[config.mk]
export PLATFORM = sky130hd
export DESIGN_NAME = fcs_host
export DESIGN_NICKNAME = d
export VERILOG_FILES = /design/src/hdl/fcs_seq_rom.v /design/src/hdl/fcs_host.v
export VERILOG_INCLUDE_DIRS = /design/src /design/src/hdl
export SDC_FILE = /design/constraint.sdc
export NUM_CORES = 1
export LEC_CHECK = 0
export BUFFER_PORTS_ARGS = -buffer_cell sky130_fd_sc_hd__buf_2
export CAP_MARGIN = 20
export CORE_MARGIN = 5
export CORE_UTILIZATION = 30
export CTS_CLUSTER_SIZE = 30
export DETAILED_ROUTE_END_ITERATION = 8
export GPL_ROUTABILITY_DRIVEN = 0
export PLACE_DENSITY = 0.59
export SYNTH_ARGS = -nofsm -noshare
export SYNTH_HDL_FRONTEND = slang
export SYNTH_SLANG_ARGS = --single-unit
[constraint.sdc]
create_clock -name CLK_IN -period 5.7 [get_ports CLK_IN]
set_clock_uncertainty 0.1 [all_clocks]
set_input_delay 1.14 -clock CLK_IN [delete_from_list [all_inputs] [get_ports CLK_IN]]
set_output_delay 1.14 -clock CLK_IN [all_outputs]
set_load 0.02 [all_outputs]
[src/hdl/fcs_consts.vh]
`ifndef FCS_CONSTS_VH
`define FCS_CONSTS_VH
`define FCS_UNLOCK1_ADDR 22'h000555
`define FCS_UNLOCK2_ADDR 22'h0002AA
`define FCS_D_UNLOCK1 8'hAA
`define FCS_D_UNLOCK2 8'h55
`define FCS_D_IDREAD 8'h90
`define FCS_D_PROGRAM 8'hA0
`define FCS_D_BYPASS 8'h20
`define FCS_D_ERASE_SETUP 8'h80
`define FCS_D_CHIP_ERASE 8'h10
`define FCS_D_SECTOR_ERASE 8'h30
`define FCS_D_SUSPEND 8'hB0
`define FCS_D_RESUME 8'h30
`define FCS_D_RESET 8'hF0
`define FCS_D_BYPASS_EXIT 8'h00
`define FCS_OFS_MAKER 22'h000000
`define FCS_OFS_DEV1 22'h000001
`define FCS_OFS_DEV2 22'h00000E
`define FCS_OFS_DEV3 22'h00000F
`define FCS_OFS_PROT 22'h000002
`define FCS_OFS_LOCK 22'h000003
`define FCS_BANK_LSB 19
`define FCS_CLK_NS 40
`define FCS_T_WE_NS 120
`define FCS_T_RD_NS 200
`define FCS_T_SUSPEND_US 20
`define FCS_WE_CYC ((`FCS_T_WE_NS + `FCS_CLK_NS - 1) / `FCS_CLK_NS)
`define FCS_RD_CYC ((`FCS_T_RD_NS + `FCS_CLK_NS - 1) / `FCS_CLK_NS)
`define FCS_SUSP_CYC (`FCS_T_SUSPEND_US * 1000 / `FCS_CLK_NS)
`endif

[src/hdl/fcs_seq_rom.v]
`timescale 1ns/1ns
// sequence memory: per command, up to six address/data steps, registered out
module fcs_seq_rom (
	input wire clk_in,
	input wire [2:0] cmd_in,
	input wire [2:0] step_in,
	output reg [29:0] word_out
);
`include "fcs_consts.vh"
// layout: [29] last step, [28] user address, [27] bank bits from user,
// [26:19] zero, [18:8] low address, [7:0] command data
localparam [21:0] unlock1_addr = `FCS_UNLOCK1_ADDR;
localparam [21:0] unlock2_addr = `FCS_UNLOCK2_ADDR;
reg [29:0] next_word;
always @* begin
	next_word = 30'h0;
	case ({cmd_in, step_in})
	// unlock steps shared by all multi-cycle commands
	6'h08, 6'h10, 6'h18, 6'h20, 6'h28: next_word = {3'h0, 8'h00,
		unlock1_addr[10:0], `FCS_D_UNLOCK1};
	6'h09, 6'h11, 6'h19, 6'h21, 6'h29: next_word = {3'h0, 8'h00,
		unlock2_addr[10:0], `FCS_D_UNLOCK2};
	6'h0A: next_word = {3'h5, 8'h00, unlock1_addr[10:0],
		`FCS_D_IDREAD};
	6'h12: next_word = {3'h0, 8'h00, unlock1_addr[10:0],
		`FCS_D_PROGRAM};
	6'h13: next_word = {3'h6, 8'h00, 11'h000, 8'h00};
	6'h1A: next_word = {3'h4, 8'h00, unlock1_addr[10:0],
		`FCS_D_BYPASS};
	6'h22, 6'h2A: next_word = {3'h0, 8'h00, unlock1_addr[10:0],
		`FCS_D_ERASE_SETUP};
	6'h23, 6'h2B: next_word = {3'h0, 8'h00, unlock1_addr[10:0],
		`FCS_D_UNLOCK1};
	6'h24, 6'h2C: next_word = {3'h0, 8'h00, unlock2_addr[10:0],
		`FCS_D_UNLOCK2};
	6'h25: next_word = {3'h4, 8'h00, unlock1_addr[10:0],
		`FCS_D_CHIP_ERASE};
	6'h2D: next_word = {3'h6, 8'h00, 11'h000,
		`FCS_D_SECTOR_ERASE};
	default: next_word = 30'h0;
	endcase
end
always @(posedge clk_in) begin
	word_out <= next_word;
end
endmodule // fcs_seq_rom

[src/hdl/fcs_host.v]
`timescale 1ns/1ns
module fcs_host (
	input wire CLK_IN,
	input wire RESET_IN,
	input wire REQ_IN,
	input wire [3:0] OP_IN,
	input wire [21:0] ADDR_IN,
	input wire [15:0] DATA_IN,
	output reg BUSY_OUT,
	output reg DONE_OUT,
	output reg [15:0] RDATA_OUT,
	output reg FLASH_CE_N_OUT,
	output reg FLASH_WE_N_OUT,
	output reg FLASH_OE_N_OUT,
	output reg [21:0] FLASH_A_OUT,
	output reg [15:0] FLASH_DQ_OUT,
	output reg FLASH_DQ_OE_OUT,
	input wire [15:0] FLASH_DQ_IN,
	input wire READY_BUSY_N_IN,
	output reg READY_OUT,
	output reg SUSPENDED_OUT
);
`include "fcs_consts.vh"
localparam OP_RESET = 4'h0;
localparam OP_IDREAD = 4'h1;
localparam OP_PROGRAM = 4'h2;
localparam OP_BYPASS = 4'h3;
localparam OP_CHIP_ERASE = 4'h4;
localparam OP_SECTOR_ERASE = 4'h5;
localparam OP_BYP_PROGRAM = 4'h6;
localparam OP_BYP_EXIT = 4'h7;
localparam OP_SUSPEND = 4'h8;
localparam OP_RESUME = 4'h9;
localparam OP_READ = 4'hA;
localparam ST_IDLE = 3'd0;
localparam ST_FETCH = 3'd1;
localparam ST_WLOW = 3'd2;
localparam ST_WHIGH = 3'd3;
localparam ST_RLOW = 3'd4;
localparam ST_WAITSUSP = 3'd5;
localparam ST_DONE = 3'd6;
////////////////////////////////////////////////////////////////////////
reg [2:0] state;
reg [3:0] op;
reg [21:0] addr;
reg [15:0] data;
reg [2:0] step;
reg [2:0] cmd;
reg [12:0] cnt;
reg single;
reg [7:0] single_data;
reg [1:0] byp_step;
reg rb_s1, rb_s2, rb_s3;
reg rb_ready;
wire [29:0] rom_word;
// assemble the address of a step from the table and the user address
function [21:0] step_addr;
	input [29:0] w;
	input [21:0] ua;
	begin
		if (w[28])
			step_addr = ua;
		else if (w[27])
			step_addr = {ua[21:`FCS_BANK_LSB], 8'h00, w[18:8]};
		else
			step_addr = {11'h000, w[18:8]};
	end
endfunction
// sequence code for each multi-cycle order except bypass program and bypass exit, which get 0
function [2:0] op_cmd;
	input [3:0] o;
	begin
		case (o)
		OP_IDREAD: op_cmd = 3'd1;
		OP_PROGRAM: op_cmd = 3'd2;
		OP_BYPASS: op_cmd = 3'd3;
		OP_CHIP_ERASE: op_cmd = 3'd4;
		OP_SECTOR_ERASE: op_cmd = 3'd5;
		default: op_cmd = 3'd0;
		endcase
	end
endfunction
fcs_seq_rom u_rom (
	.clk_in(CLK_IN),
	.cmd_in(cmd),
	.step_in(step),
	.word_out(rom_word)
);
////////////////////////////////////////////////////////////////////////
// ready/busy pin crosses in with three flops, change taken when two agree
always @(posedge CLK_IN or posedge RESET_IN) begin
	if (RESET_IN) begin
		rb_s1 <= 1'b1;
		rb_s2 <= 1'b1;
		rb_s3 <= 1'b1;
		rb_ready <= 1'b1;
		READY_OUT <= 1'b1;
	end else begin
		rb_s1 <= READY_BUSY_N_IN;
		rb_s2 <= rb_s1;
		rb_s3 <= rb_s2;
		if (rb_s2 == rb_s3)
			rb_ready <= rb_s3;
		READY_OUT <= rb_ready;
	end
end
////////////////////////////////////////////////////////////////////////
always @(posedge CLK_IN or posedge RESET_IN) begin
	if (RESET_IN) begin
		state <= ST_IDLE;
		op <= 4'h0;
		addr <= 22'h0;
		data <= 16'h0;
		step <= 3'd0;
		cmd <= 3'd0;
		cnt <= 13'd0;
		single <= 1'b0;
		single_data <= 8'h00;
		byp_step <= 2'd0;
		BUSY_OUT <= 1'b0;
		DONE_OUT <= 1'b0;
		RDATA_OUT <= 16'h0;
		FLASH_CE_N_OUT <= 1'b1;
		FLASH_WE_N_OUT <= 1'b1;
		FLASH_OE_N_OUT <= 1'b1;
		FLASH_A_OUT <= 22'h0;
		FLASH_DQ_OUT <= 16'h0;
		FLASH_DQ_OE_OUT <= 1'b0;
		SUSPENDED_OUT <= 1'b0;
	end else begin
		DONE_OUT <= 1'b0;
		case (state)
		ST_IDLE: begin
			BUSY_OUT <= 1'b0;
			if (REQ_IN) begin
				op <= OP_IN;
				addr <= ADDR_IN;
				data <= DATA_IN;
				cmd <= op_cmd(OP_IN);
				step <= 3'd0;
				byp_step <= 2'd0;
				BUSY_OUT <= 1'b1;
				single <= 1'b1;
				case (OP_IN)
				OP_RESET: single_data <= `FCS_D_RESET;
				OP_SUSPEND: single_data <= `FCS_D_SUSPEND;
				OP_RESUME: single_data <= `FCS_D_RESUME;
				OP_BYP_PROGRAM: single_data <= `FCS_D_PROGRAM;
				OP_BYP_EXIT: single_data <= `FCS_D_IDREAD;
				default: single <= 1'b0;
				endcase
				// address settles a cycle before the read strobes fall
				if (OP_IN == OP_READ) begin
					FLASH_A_OUT <= ADDR_IN;
					state <= ST_RLOW;
				end else
					state <= ST_FETCH;
				cnt <= 13'd0;
			end
		end
		ST_FETCH: begin
			// table word for this step is registered one cycle after step
			if (cnt == 13'd1) begin
				cnt <= 13'd0;
				FLASH_CE_N_OUT <= 1'b0;
				FLASH_WE_N_OUT <= 1'b0;
				FLASH_DQ_OE_OUT <= 1'b1;
				if (single) begin
					// bank address carried for suspend and resume
					FLASH_A_OUT <= addr;
					FLASH_DQ_OUT <= {8'h00, single_data};
				end else if (rom_word[28] && !rom_word[29]) begin
					FLASH_A_OUT <= addr;
					FLASH_DQ_OUT <= data;
				end else begin
					FLASH_A_OUT <= step_addr(rom_word, addr);
					FLASH_DQ_OUT <= {8'h00, rom_word[7:0]};
				end
				if (rom_word[28] && (op == OP_PROGRAM ||
					op == OP_BYP_PROGRAM))
					FLASH_DQ_OUT <= data;
				state <= ST_WLOW;
			end else
				cnt <= cnt + 13'd1;
		end
		ST_WLOW: begin
			if (cnt == `FCS_WE_CYC - 1) begin
				cnt <= 13'd0;
				// data latched by the device on this rising edge
				FLASH_WE_N_OUT <= 1'b1;
				FLASH_CE_N_OUT <= 1'b1;
				state <= ST_WHIGH;
			end else
				cnt <= cnt + 13'd1;
		end
		ST_WHIGH: begin
			FLASH_DQ_OE_OUT <= 1'b0;
			if (cnt == `FCS_WE_CYC - 1) begin
				cnt <= 13'd0;
				if (single && (op == OP_BYP_PROGRAM ||
					op == OP_BYP_EXIT) && byp_step == 2'd0) begin
					// second cycle of a bypass pair
					byp_step <= 2'd1;
					single <= (op == OP_BYP_EXIT);
					single_data <= `FCS_D_BYPASS_EXIT;
					cmd <= 3'd2;
					step <= 3'd3;
					state <= ST_FETCH;
				end else if (!single && !rom_word[29]) begin
					step <= step + 3'd1;
					state <= ST_FETCH;
				end else if (op == OP_SUSPEND) begin
					state <= ST_WAITSUSP;
				end else if (op == OP_IDREAD) begin
					FLASH_A_OUT <= addr;
					state <= ST_RLOW;
				end else begin
					if (op == OP_RESUME)
						SUSPENDED_OUT <= 1'b0;
					state <= ST_DONE;
				end
			end else
				cnt <= cnt + 13'd1;
		end
		ST_RLOW: begin
			FLASH_CE_N_OUT <= 1'b0;
			FLASH_OE_N_OUT <= 1'b0;
			FLASH_DQ_OE_OUT <= 1'b0;
			FLASH_A_OUT <= addr;
			if (cnt == `FCS_RD_CYC) begin
				cnt <= 13'd0;
				RDATA_OUT <= FLASH_DQ_IN;
				FLASH_CE_N_OUT <= 1'b1;
				FLASH_OE_N_OUT <= 1'b1;
				state <= ST_DONE;
			end else
				cnt <= cnt + 13'd1;
		end
		ST_WAITSUSP: begin
			// allow the device its full suspend time before reporting
			if (cnt == `FCS_SUSP_CYC) begin
				cnt <= 13'd0;
				SUSPENDED_OUT <= 1'b1;
				state <= ST_DONE;
			end else
				cnt <= cnt + 13'd1;
		end
		ST_DONE: begin
			DONE_OUT <= 1'b1;
			BUSY_OUT <= 1'b0;
			state <= ST_IDLE;
		end
		default: state <= ST_IDLE;
		endcase
	end
end
endmodule // fcs_host

==> flow_summary.ini, run 1 <==
[status]
status = finished clean

[timing]
hold_viol = 0
rsz0062_at_grt = false
min_period_ps = 3300
slew_viol_final = 0
relSlewSlack_pct = 30.2
fin_crit_sh_pct = 57.9
finalSetupViolations = 0
max_slew.worst_pin.slew_ps = 1040
holdWs_ps = 258
finalSetupTns_ps = 0
fmax_ghz = 0.303

[logic_synthesis]
synth_edf_count = 0
syn_nets = 757
syn_avg_cell_area_um2 = 9.79
netlist_instances = 685
synth_warnings = 0
synth_cell_type_count = 64
async_flop_share_pct = 93.8
ys_ff_latch = 145
yosysSeqAreaShare_pct = 53.6
syn_area_um2 = 6710
ys.flop_type = dfrtp_1

[critical_path]
crit_path_max_incr_delay_ps = 640
crit_required_ps = 5900
crit_chain = or4_1 > nor4_1 > a31oi_1 > nor3_4 > buf_8 > mux2_2
worst_ep_arrival_time_ps = 3500
path_max_fanout = 14
crit_type = reg -> reg
slowest_stage = or4_1
start_kind = flop
endpoint_kind = flop

[global_routing]
grt_max_degree = 97
grt_pass1_vias = 5428
gr-total-overflow = 0
track_usage_pct = 13.4
grt_antenna_before_repair = 1
grt_pass1_wl_mm = 28.1

[route]
routed-via-count = 5318
ant_nets = 0
drt_iter0_markers = 260
first_pass_iters = 5
drc = 0
wl_mm = 17.0
drt-vias-per-instance = 4.87
wire_per_inst_um = 15.6

[pwr]
peakVddDrop_v = 0.000206
p_comb_share_pct = 35.4
clkPwrFrac_pct = 25.5
power.total_w = 0.00429
power.density_nw_per_um2 = 523
switching_power_w = 0.00167
swShare_pct = 38.9
power.leakage_nw = 3.92
p_seq_share_pct = 39.1
intPower_w = 0.00262

[place]
dp_hpwl_mm = 11.9
io_buffers = 123

[clocking]
cts_max_level = 4
root_buffer = clkbuf_16
clk_latency_ps = 420
cts_buffers = 17
cts_sinks = 145
cts_hold_buffers = 0
cts_resized = 0
cts_tree = yes
cts_buffer_depth = 2
clk_pin_slew_ps = 70
cts_setup_buffers = 0

[final_layout]
syn2layout_area_growth_pct = 22.3
diodes = 0
nets = 871
fin_util_pct = 37.5
drive_above_1_share_pct = 26.7

[floorplan]
core.rowCount = 54
die-area_um2 = 25400
design.core.area_um2 = 21900
start_util_pct = 30.6
ios = 124
fp.dieW_um = 160
die_h_um = 160

[worst_hold_path]
hold_path_class = reg -> reg

[flow_run]
maxCapViolCount = 0
[path summary, 6_finish.rpt]
| check | start | to | slack, ps | cells past startpoint |
|---|---|---|---|---|
| min reg2reg | rb_s1$_DFF_PP1_ | rb_s2$_DFF_PP1_ | 260 | 0 |
| max | cnt[9]$_DFFE_PP0P_ | FLASH_A_OUT[18]$_DFFE_PP0P_ | 2400 | 6 |
| min | rb_s1$_DFF_PP1_ | rb_s2$_DFF_PP1_ | 260 | 0 |
| min in group asynchronous | RESET_IN | RDATA_OUT[13]$_DFFE_PP0P_ | 800 | 2 |
| max in group asynchronous | RESET_IN | READY_OUT$_DFF_PP1_ | 3620 | 3 |
| max reg2reg | cnt[9]$_DFFE_PP0P_ | FLASH_A_OUT[18]$_DFFE_PP0P_ | 2400 | 6 |
[power groups by stage]
stage	clock, W	sequential (W)	combinational (W)
after floorplan	0	0.00170	0.00104
after global placement	0	0.00168	0.00150
after detailed placement	0	0.00169	0.00152
after CTS	0.00113	0.00167	0.00153
after global routing	0.00118	0.00173	0.00171
final	0.00109	0.00168	0.00152
[worst max-delay path, delay by kind of cell (launching register included)]
family,cells,cell delay [ps]
AO/OA/AOI/OAI,1,270
buffers and inverters,1,240
flip-flops,1,420
multiplexers,1,350
AND/OR/NAND/NOR,3,1800
[Yosys cell counts (7+ instances only)]
library cell	n	area, µm²
dfrtp_1	128	3200
ha_1	10	125
nor2_1	22	82.6
nor2b_1	8	50.1
nand3_1	9	45.0
inv_1	19	71.3
nand2_1	190	713
and3_1	7	43.8
a21oi_1	17	85.1
a22o_1	11	96.3
dfstp_2	8	210
nand4_1	9	56.3
a22oi_1	7	52.6
nor3_1	10	50.1
o21ai_0	43	215
dfxtp_1	9	180
clkbuf_1	30	113
a221o_1	12	120
mux2_2	37	417
[cell families after synthesis]
group,Yosys count,synth area share [%]
AO/OA/AOI/OAI,136,13.8
AND/OR/NAND/NOR,292,19.8
adder cells (fa/ha/maj),11,2.01
flip-flops,145,53.6
XOR/XNOR,5,0.653
multiplexers,41,6.87
buffers and inverters,55,3.34
[per-stage QoR]
| stage | setup WS [ps] | instance area (µm²) | cells |
|---|---|---|---|
| floorplan | 834 | 6710 | 685 |
| finish | 2400 | 8200 | 1092 |
| detailed placement | 2150 | 7570 | 1057 |
| global placement | 2220 | 7560 | 1056 |
| global route | 2150 | 8200 | 1092 |
| CTS | 2130 | 8150 | 1089 |
[layer usage]
layer / track usage (%) / wire length, µm / share of wire [%]
met5: 0 / 20 / 0.12
met4: 3.84 / 185 / 1.1
met3: 4.50 / 1060 / 6.2
met2: 21.4 / 7950 / 47
met1: 17.3 / 7790 / 46
[layout by cell type, fill, tap and decap left out, types with 5 or more instances in the layout]
cell and n:
o21ai_1 5, mux2_2 37, dfstp_2 8, nand2_1 190
clkbuf_16 17, a21oi_1 17, nor2b_1 8, o2bb2ai_1 5
inv_6 5, inv_1 18, nor3_1 10, dfrtp_1 128
nand3_1 9, nor2_1 21, a221o_1 12, buf_2 123
and3_1 7, a22oi_1 7, ha_1 10, o21ai_0 43
nand4_1 9, dfxtp_1 9, a22o_1 11
[registers in the layout (all words and copies together), names as in the netlist, 9 cells and up]
signal	count
cnt	13
u_rom.word_out	9
FLASH_DQ_OUT	16
data	16
FLASH_A_OUT	22
addr	22
RDATA_OUT	16
[layout make-up]
cell class	count	area (µm²)
clock buffers	17	425
clock inverters	15	151
fillers	2235	13700
inverters	19	76.3
multi-input cells	485	2900
flip-flops and latches	145	3590
well taps	280	350
repair buffers	131	707
No activity file was read; power rests on OpenSTA's default activity.
==> inputs of run 2 (changes only) <==
- clock period: 5.7 -> 3.2 ns (I/O delays scaled with it)
==> run 2 against run 1 <==
Against the previous run:
- first-iteration DRC count rose by 34%
- power rose by 83%
- routed wire length fell by 1.1%
- clock-buffer cell count did not move
- die area did not move
- utilization rose by 0.56 points
- cell area rose by 1.5%
- sequential share of layout area fell by 0.65 points
- flip-flop and latch count did not move
- via count barely moved
- fmax rose by 19%
- non-clock buffer count rose by 12
- critical path type unchanged
==> flow_summary.ini, run 2 (same netlist as run 1, synthesis figures left out) <==
[critical_path]
path_max_fanout = 22
worst_ep_arrival_time_ps = 2990
crit_buf_inv = 1
cpLargestDelayFamily = simple AND/OR/NAND/NOR gates
crit_path_max_incr_delay_ps = 580
crit_required_ps = 3400
crit_chain = or4_4 > or4_4 > o21a_1 > nor3_4 > buf_12 > mux2_2
cpMostUsedCell = or4_4
start_kind = flop
rrSetupSlack_ps = 410
crit_cells = 6
reg2reg_from = cnt[4]$_DFFE_PP0P_
crit_type = reg -> reg
slowest_stage = or4_4
regToRegEndpoint = FLASH_A_OUT[12]$_DFFE_PP0P_
reg2reg_depth = 6
endpoint_kind = flop

[flow_run]
maxCapViolCount = 0

[pwr]
p_seq_share_pct = 37.6
intPower_w = 0.00484
clkPwrFrac_pct = 26.4
switching_power_w = 0.00299
power.leakage_nw = 4.00
peakVddDrop_v = 0.000400
power.total_w = 0.00783
swShare_pct = 38.2
p_comb_share_pct = 36.0
power.density_nw_per_um2 = 940

[clocking]
cts_sinks = 145
cts_buffers = 17
clk_latency_ps = 420
cts_buffer_depth = 2
cts_hold_buffers = 0
cts_tree = yes
root_buffer = clkbuf_16
clk_pin_slew_ps = 70
cts_resized = 0
cts_max_level = 4
cts_setup_buffers = 0

[timing]
finalSetupTns_ps = 0
hold_viol = 0
finalSetupViolations = 0
max_slew.worst_pin.slew_ps = 657
relSlewSlack_pct = 56.2
min_period_ps = 2790
slew_viol_final = 0
fmax_ghz = 0.359
rsz0062_at_grt = false
fin_crit_sh_pct = 87.1

[place]
dp_hpwl_mm = 12.1
io_buffers = 123

[route]
wire_per_inst_um = 15.2
drt-vias-per-instance = 4.81
drt_iter0_markers = 348
routed-via-count = 5314
drc = 0
ant_nets = 0
wl_mm = 16.8
first_pass_iters = 4

[final_layout]
syn2layout_area_growth_pct = 24.1
layout_common_cells = nand2_1 (190), dfrtp_1 (128), buf_2 (123), o21ai_0 (43), mux2_2 (37)
drive_above_1_share_pct = 27.8
diodes = 0
fillers = 2196
reg_top3 = FLASH_A_OUT: 22 flops, addr: 22 flops
nets = 883
final_common_cell = nand2_1

[floorplan]
ios = 124
design.core.area_um2 = 21900
die-area_um2 = 25400
die_h_um = 160
fp.dieW_um = 160
core.rowCount = 54
start_util_pct = 30.6

[global_routing]
grt_pass1_vias = 5412
track_usage_pct = 13.2
grt_pass1_wl_mm = 28.0
grt_max_degree = 62
gr-total-overflow = 0
grt_antenna_before_repair = 0

[status]
status = finished clean

[worst_hold_path]
hold_path_class = in -> async
-- run 2: changes by cell type in the layout (fill, tap and decap cells not counted), moves of 2 or more --
cell        before  now
buf_4            4   18
inv_8            3    6
buf_8            2    0
clkinvlp_4       4    2
inv_6            5    3
-- run 2: routing by layer --
| metal | vias up | GRT usage, % | wire length [µm] |
|---|---|---|---|
| met3 | 13 | 3.44 | 814 |
| met4 | 0 | 3.88 | 128 |
| met2 | 88 | 21.2 | 8030 |
| met5 | - | 0 | 0 |
| met1 | 2572 | 17.6 | 7850 |
| li1 | 2641 | - | - |
-- run 2: metrics by stage --
stage               instances  worst slack (ps)  area (µm²)  hold slack (ps)  util, %
global placement         1072               454        7710              246     35.2
finish                   1104               414        8320              167     38.0
CTS                      1104               410        8320              161     38.0
detailed placement       1072               414        7710              247     35.2
global route             1104               296        8320              196     38.0
floorplan                 685               518        6710              245        -
-- run 2: how the worst max path moves through the flow --
stage                                   from                          end
after CTS                 cnt[4]$_DFFE_PP0P_  FLASH_A_OUT[12]$_DFFE_PP0P_
after floorplan           cnt[4]$_DFFE_PP0P_   FLASH_A_OUT[0]$_DFFE_PP0P_
after global routing      cnt[9]$_DFFE_PP0P_  FLASH_DQ_OUT[5]$_DFFE_PP0P_
after detailed placement  cnt[4]$_DFFE_PP0P_  FLASH_A_OUT[12]$_DFFE_PP0P_
after global placement    cnt[9]$_DFFE_PP0P_  FLASH_A_OUT[11]$_DFFE_PP0P_
final                     cnt[4]$_DFFE_PP0P_  FLASH_A_OUT[12]$_DFFE_PP0P_
-- run 2: final cells by class --
| cell class | instances | area (µm²) | area share [%] |
|---|---|---|---|
| Clock inverter | 15 | 191 | 2.30 |
| Sequential cell | 145 | 3590 | 43.2 |
| Inverter | 19 | 75.1 | 0.902 |
| Multi-Input combinational cell | 485 | 2900 | 34.8 |
| Timing Repair Buffer | 143 | 791 | 9.50 |
| Tap cell | 280 | 350 | 4.21 |
| Clock buffer | 17 | 425 | 5.11 |
-- run 2: power by group through the flow --
stage,Sequential [W],Clock (W),Combinational (W)
floorplan,0.00304,0,0.00185
global placement,0.00297,0,0.00281
detailed placement,0.00297,0,0.00284
CTS,0.00294,0.00213,0.00285
global route,0.00303,0.00221,0.00315
finish,0.00294,0.00207,0.00282
==> inputs of run 3 (changes only) <==
- CORE_MARGIN: 5 -> default
==> run 3 against run 2 <==
Against the previous run:
- utilization barely moved
- cell area barely moved
- largest power group unchanged
- fmax rose by 0.33%
- power rose by 0.77%
- non-clock buffer count fell by 2
- critical endpoint is now FLASH_A_OUT[17]$_DFFE_PP0P_
- sequential power barely moved
- final cell count fell by 0.18%
- combinational power rose by 2%
- setup slack improved by 9.2 ps
- routed wire length fell by 3.2%
==> flow_summary.ini, run 3 (same netlist as run 1, synthesis figures left out) <==
[critical_path]
worst_ep_arrival_time_ps = 2980
endpoint_kind = flop
start_kind = flop
path_max_fanout = 22
crit_type = reg -> reg
crit_required_ps = 3410

[pwr]
power.density_nw_per_um2 = 948
power.leakage_nw = 4.00
peakVddDrop_v = 0.000433

[final_layout]
drive_above_1_share_pct = 27.6
diodes = 0
reg_top3 = FLASH_A_OUT: 22 flops, addr: 22 flops
fillers = 2223
syn2layout_area_growth_pct = 24.0
multi_input_area_um2 = 2900
stdcell_area_um2 = 8320
layout_common_cells = nand2_1 (190), dfrtp_1 (128), buf_2 (123), o21ai_0 (43), mux2_2 (37)
nets = 881
final_common_cell = nand2_1
regArea_um2 = 3590

[timing]
worst_slack_ps = 423
fin_crit_sh_pct = 86.8
fmax_ghz = 0.360
hold_viol = 0
finalSetupTns_ps = 0
finalSetupViolations = 0
relSlewSlack_pct = 51.5
slew_viol_final = 0
min_period_ps = 2780
max_slew.worst_pin.slew_ps = 728
rsz0062_at_grt = false

[flow_run]
maxCapViolCount = 0

[floorplan]
die_h_um = 152
design.core.area_um2 = 21900
die-area_um2 = 23000
start_util_pct = 30.6
fp.dieW_um = 152
ios = 124
core.rowCount = 54

[status]
status = finished clean

[clocking]
cts_buffers = 17
clk_pin_slew_ps = 60
cts_buffer_depth = 2
clk_latency_ps = 430
cts_sinks = 145
cts_resized = 0
cts_hold_buffers = 0
cts_setup_buffers = 0
cts_tree = yes
cts_max_level = 4
root_buffer = clkbuf_16

[place]
preCtsSetupSlack_ps = 414
dpl-instance-area_um2 = 7690
dp_hpwl_mm = 11.4
io_buffers = 123

[route]
drc = 0
ant_nets = 0
wire_per_inst_um = 14.8
drt_iter0_markers = 300
drt-vias-per-instance = 4.86
wl_mm = 16.3
routed-via-count = 5356
first_pass_iters = 5

[global_routing]
grt_max_degree = 137
grt_pass1_wl_mm = 26.2
grt_pass1_vias = 5079
track_usage_pct = 14.7
gr-total-overflow = 0
grt_antenna_before_repair = 0

[worst_hold_path]
hold_path_class = in -> reg
## run 3: worst paths after layout
path / startpoint / end / slack [ps] / cells after the start
max: cnt[4]$_DFFE_PP0P_ / FLASH_A_OUT[17]$_DFFE_PP0P_ / 420 / 6
min: READY_BUSY_N_IN / rb_s1$_DFF_PP1_ / 220 / 1
max reg2reg: cnt[4]$_DFFE_PP0P_ / FLASH_A_OUT[17]$_DFFE_PP0P_ / 420 / 6
min reg2reg: rb_s1$_DFF_PP1_ / rb_s2$_DFF_PP1_ / 260 / 0
max in group asynchronous: RESET_IN / state[0]$_DFFE_PP0P_ / 2140 / 3
min in group asynchronous: RESET_IN / FLASH_A_OUT[13]$_DFFE_PP0P_ / 310 / 3
## run 3: final cells by class
type	count	area share, %
Clock inverter	12	2.05
Timing Repair Buffer	141	9.32
Tap cell	280	4.21
Inverter	19	0.902
Sequential cell	145	43.2
Multi-Input combinational cell	485	34.8
Clock buffer	20	5.49
## run 3: worst max-delay path: stages (launching register included)
cell and delay [ps]:
dfrtp_1 450, or4_4 590, or4_4 550, o21a_1 230, nor3_4 200, buf_12 200, mux2_2 350
## run 3: power breakdown
part / internal (W) / switching, W
registers: 0.00245 / 0.000456
logic: 0.00120 / 0.00167
clock network: 0.00129 / 0.000820
## run 3: metal layers
layer	track usage [%]	routed length (µm)	vias up
li1	-	-	2635
met3	4.04	901	18
met1	19.4	7570	2571
met5	0	0	-
met2	23.1	7620	132
met4	4.85	199	0
## run 3: metrics by stage
stage | hold WS, ps | cells | total power, W | utilization [%]
after floorplan | 245 | 685 | 0.00489 | -
after global placement | 247 | 1070 | 0.00577 | 35.1
after detailed placement | 248 | 1070 | 0.00583 | 35.1
after CTS | 193 | 1102 | 0.00798 | 38.0
after global routing | 191 | 1102 | 0.00848 | 38.0
final | 217 | 1102 | 0.00789 | 38.0
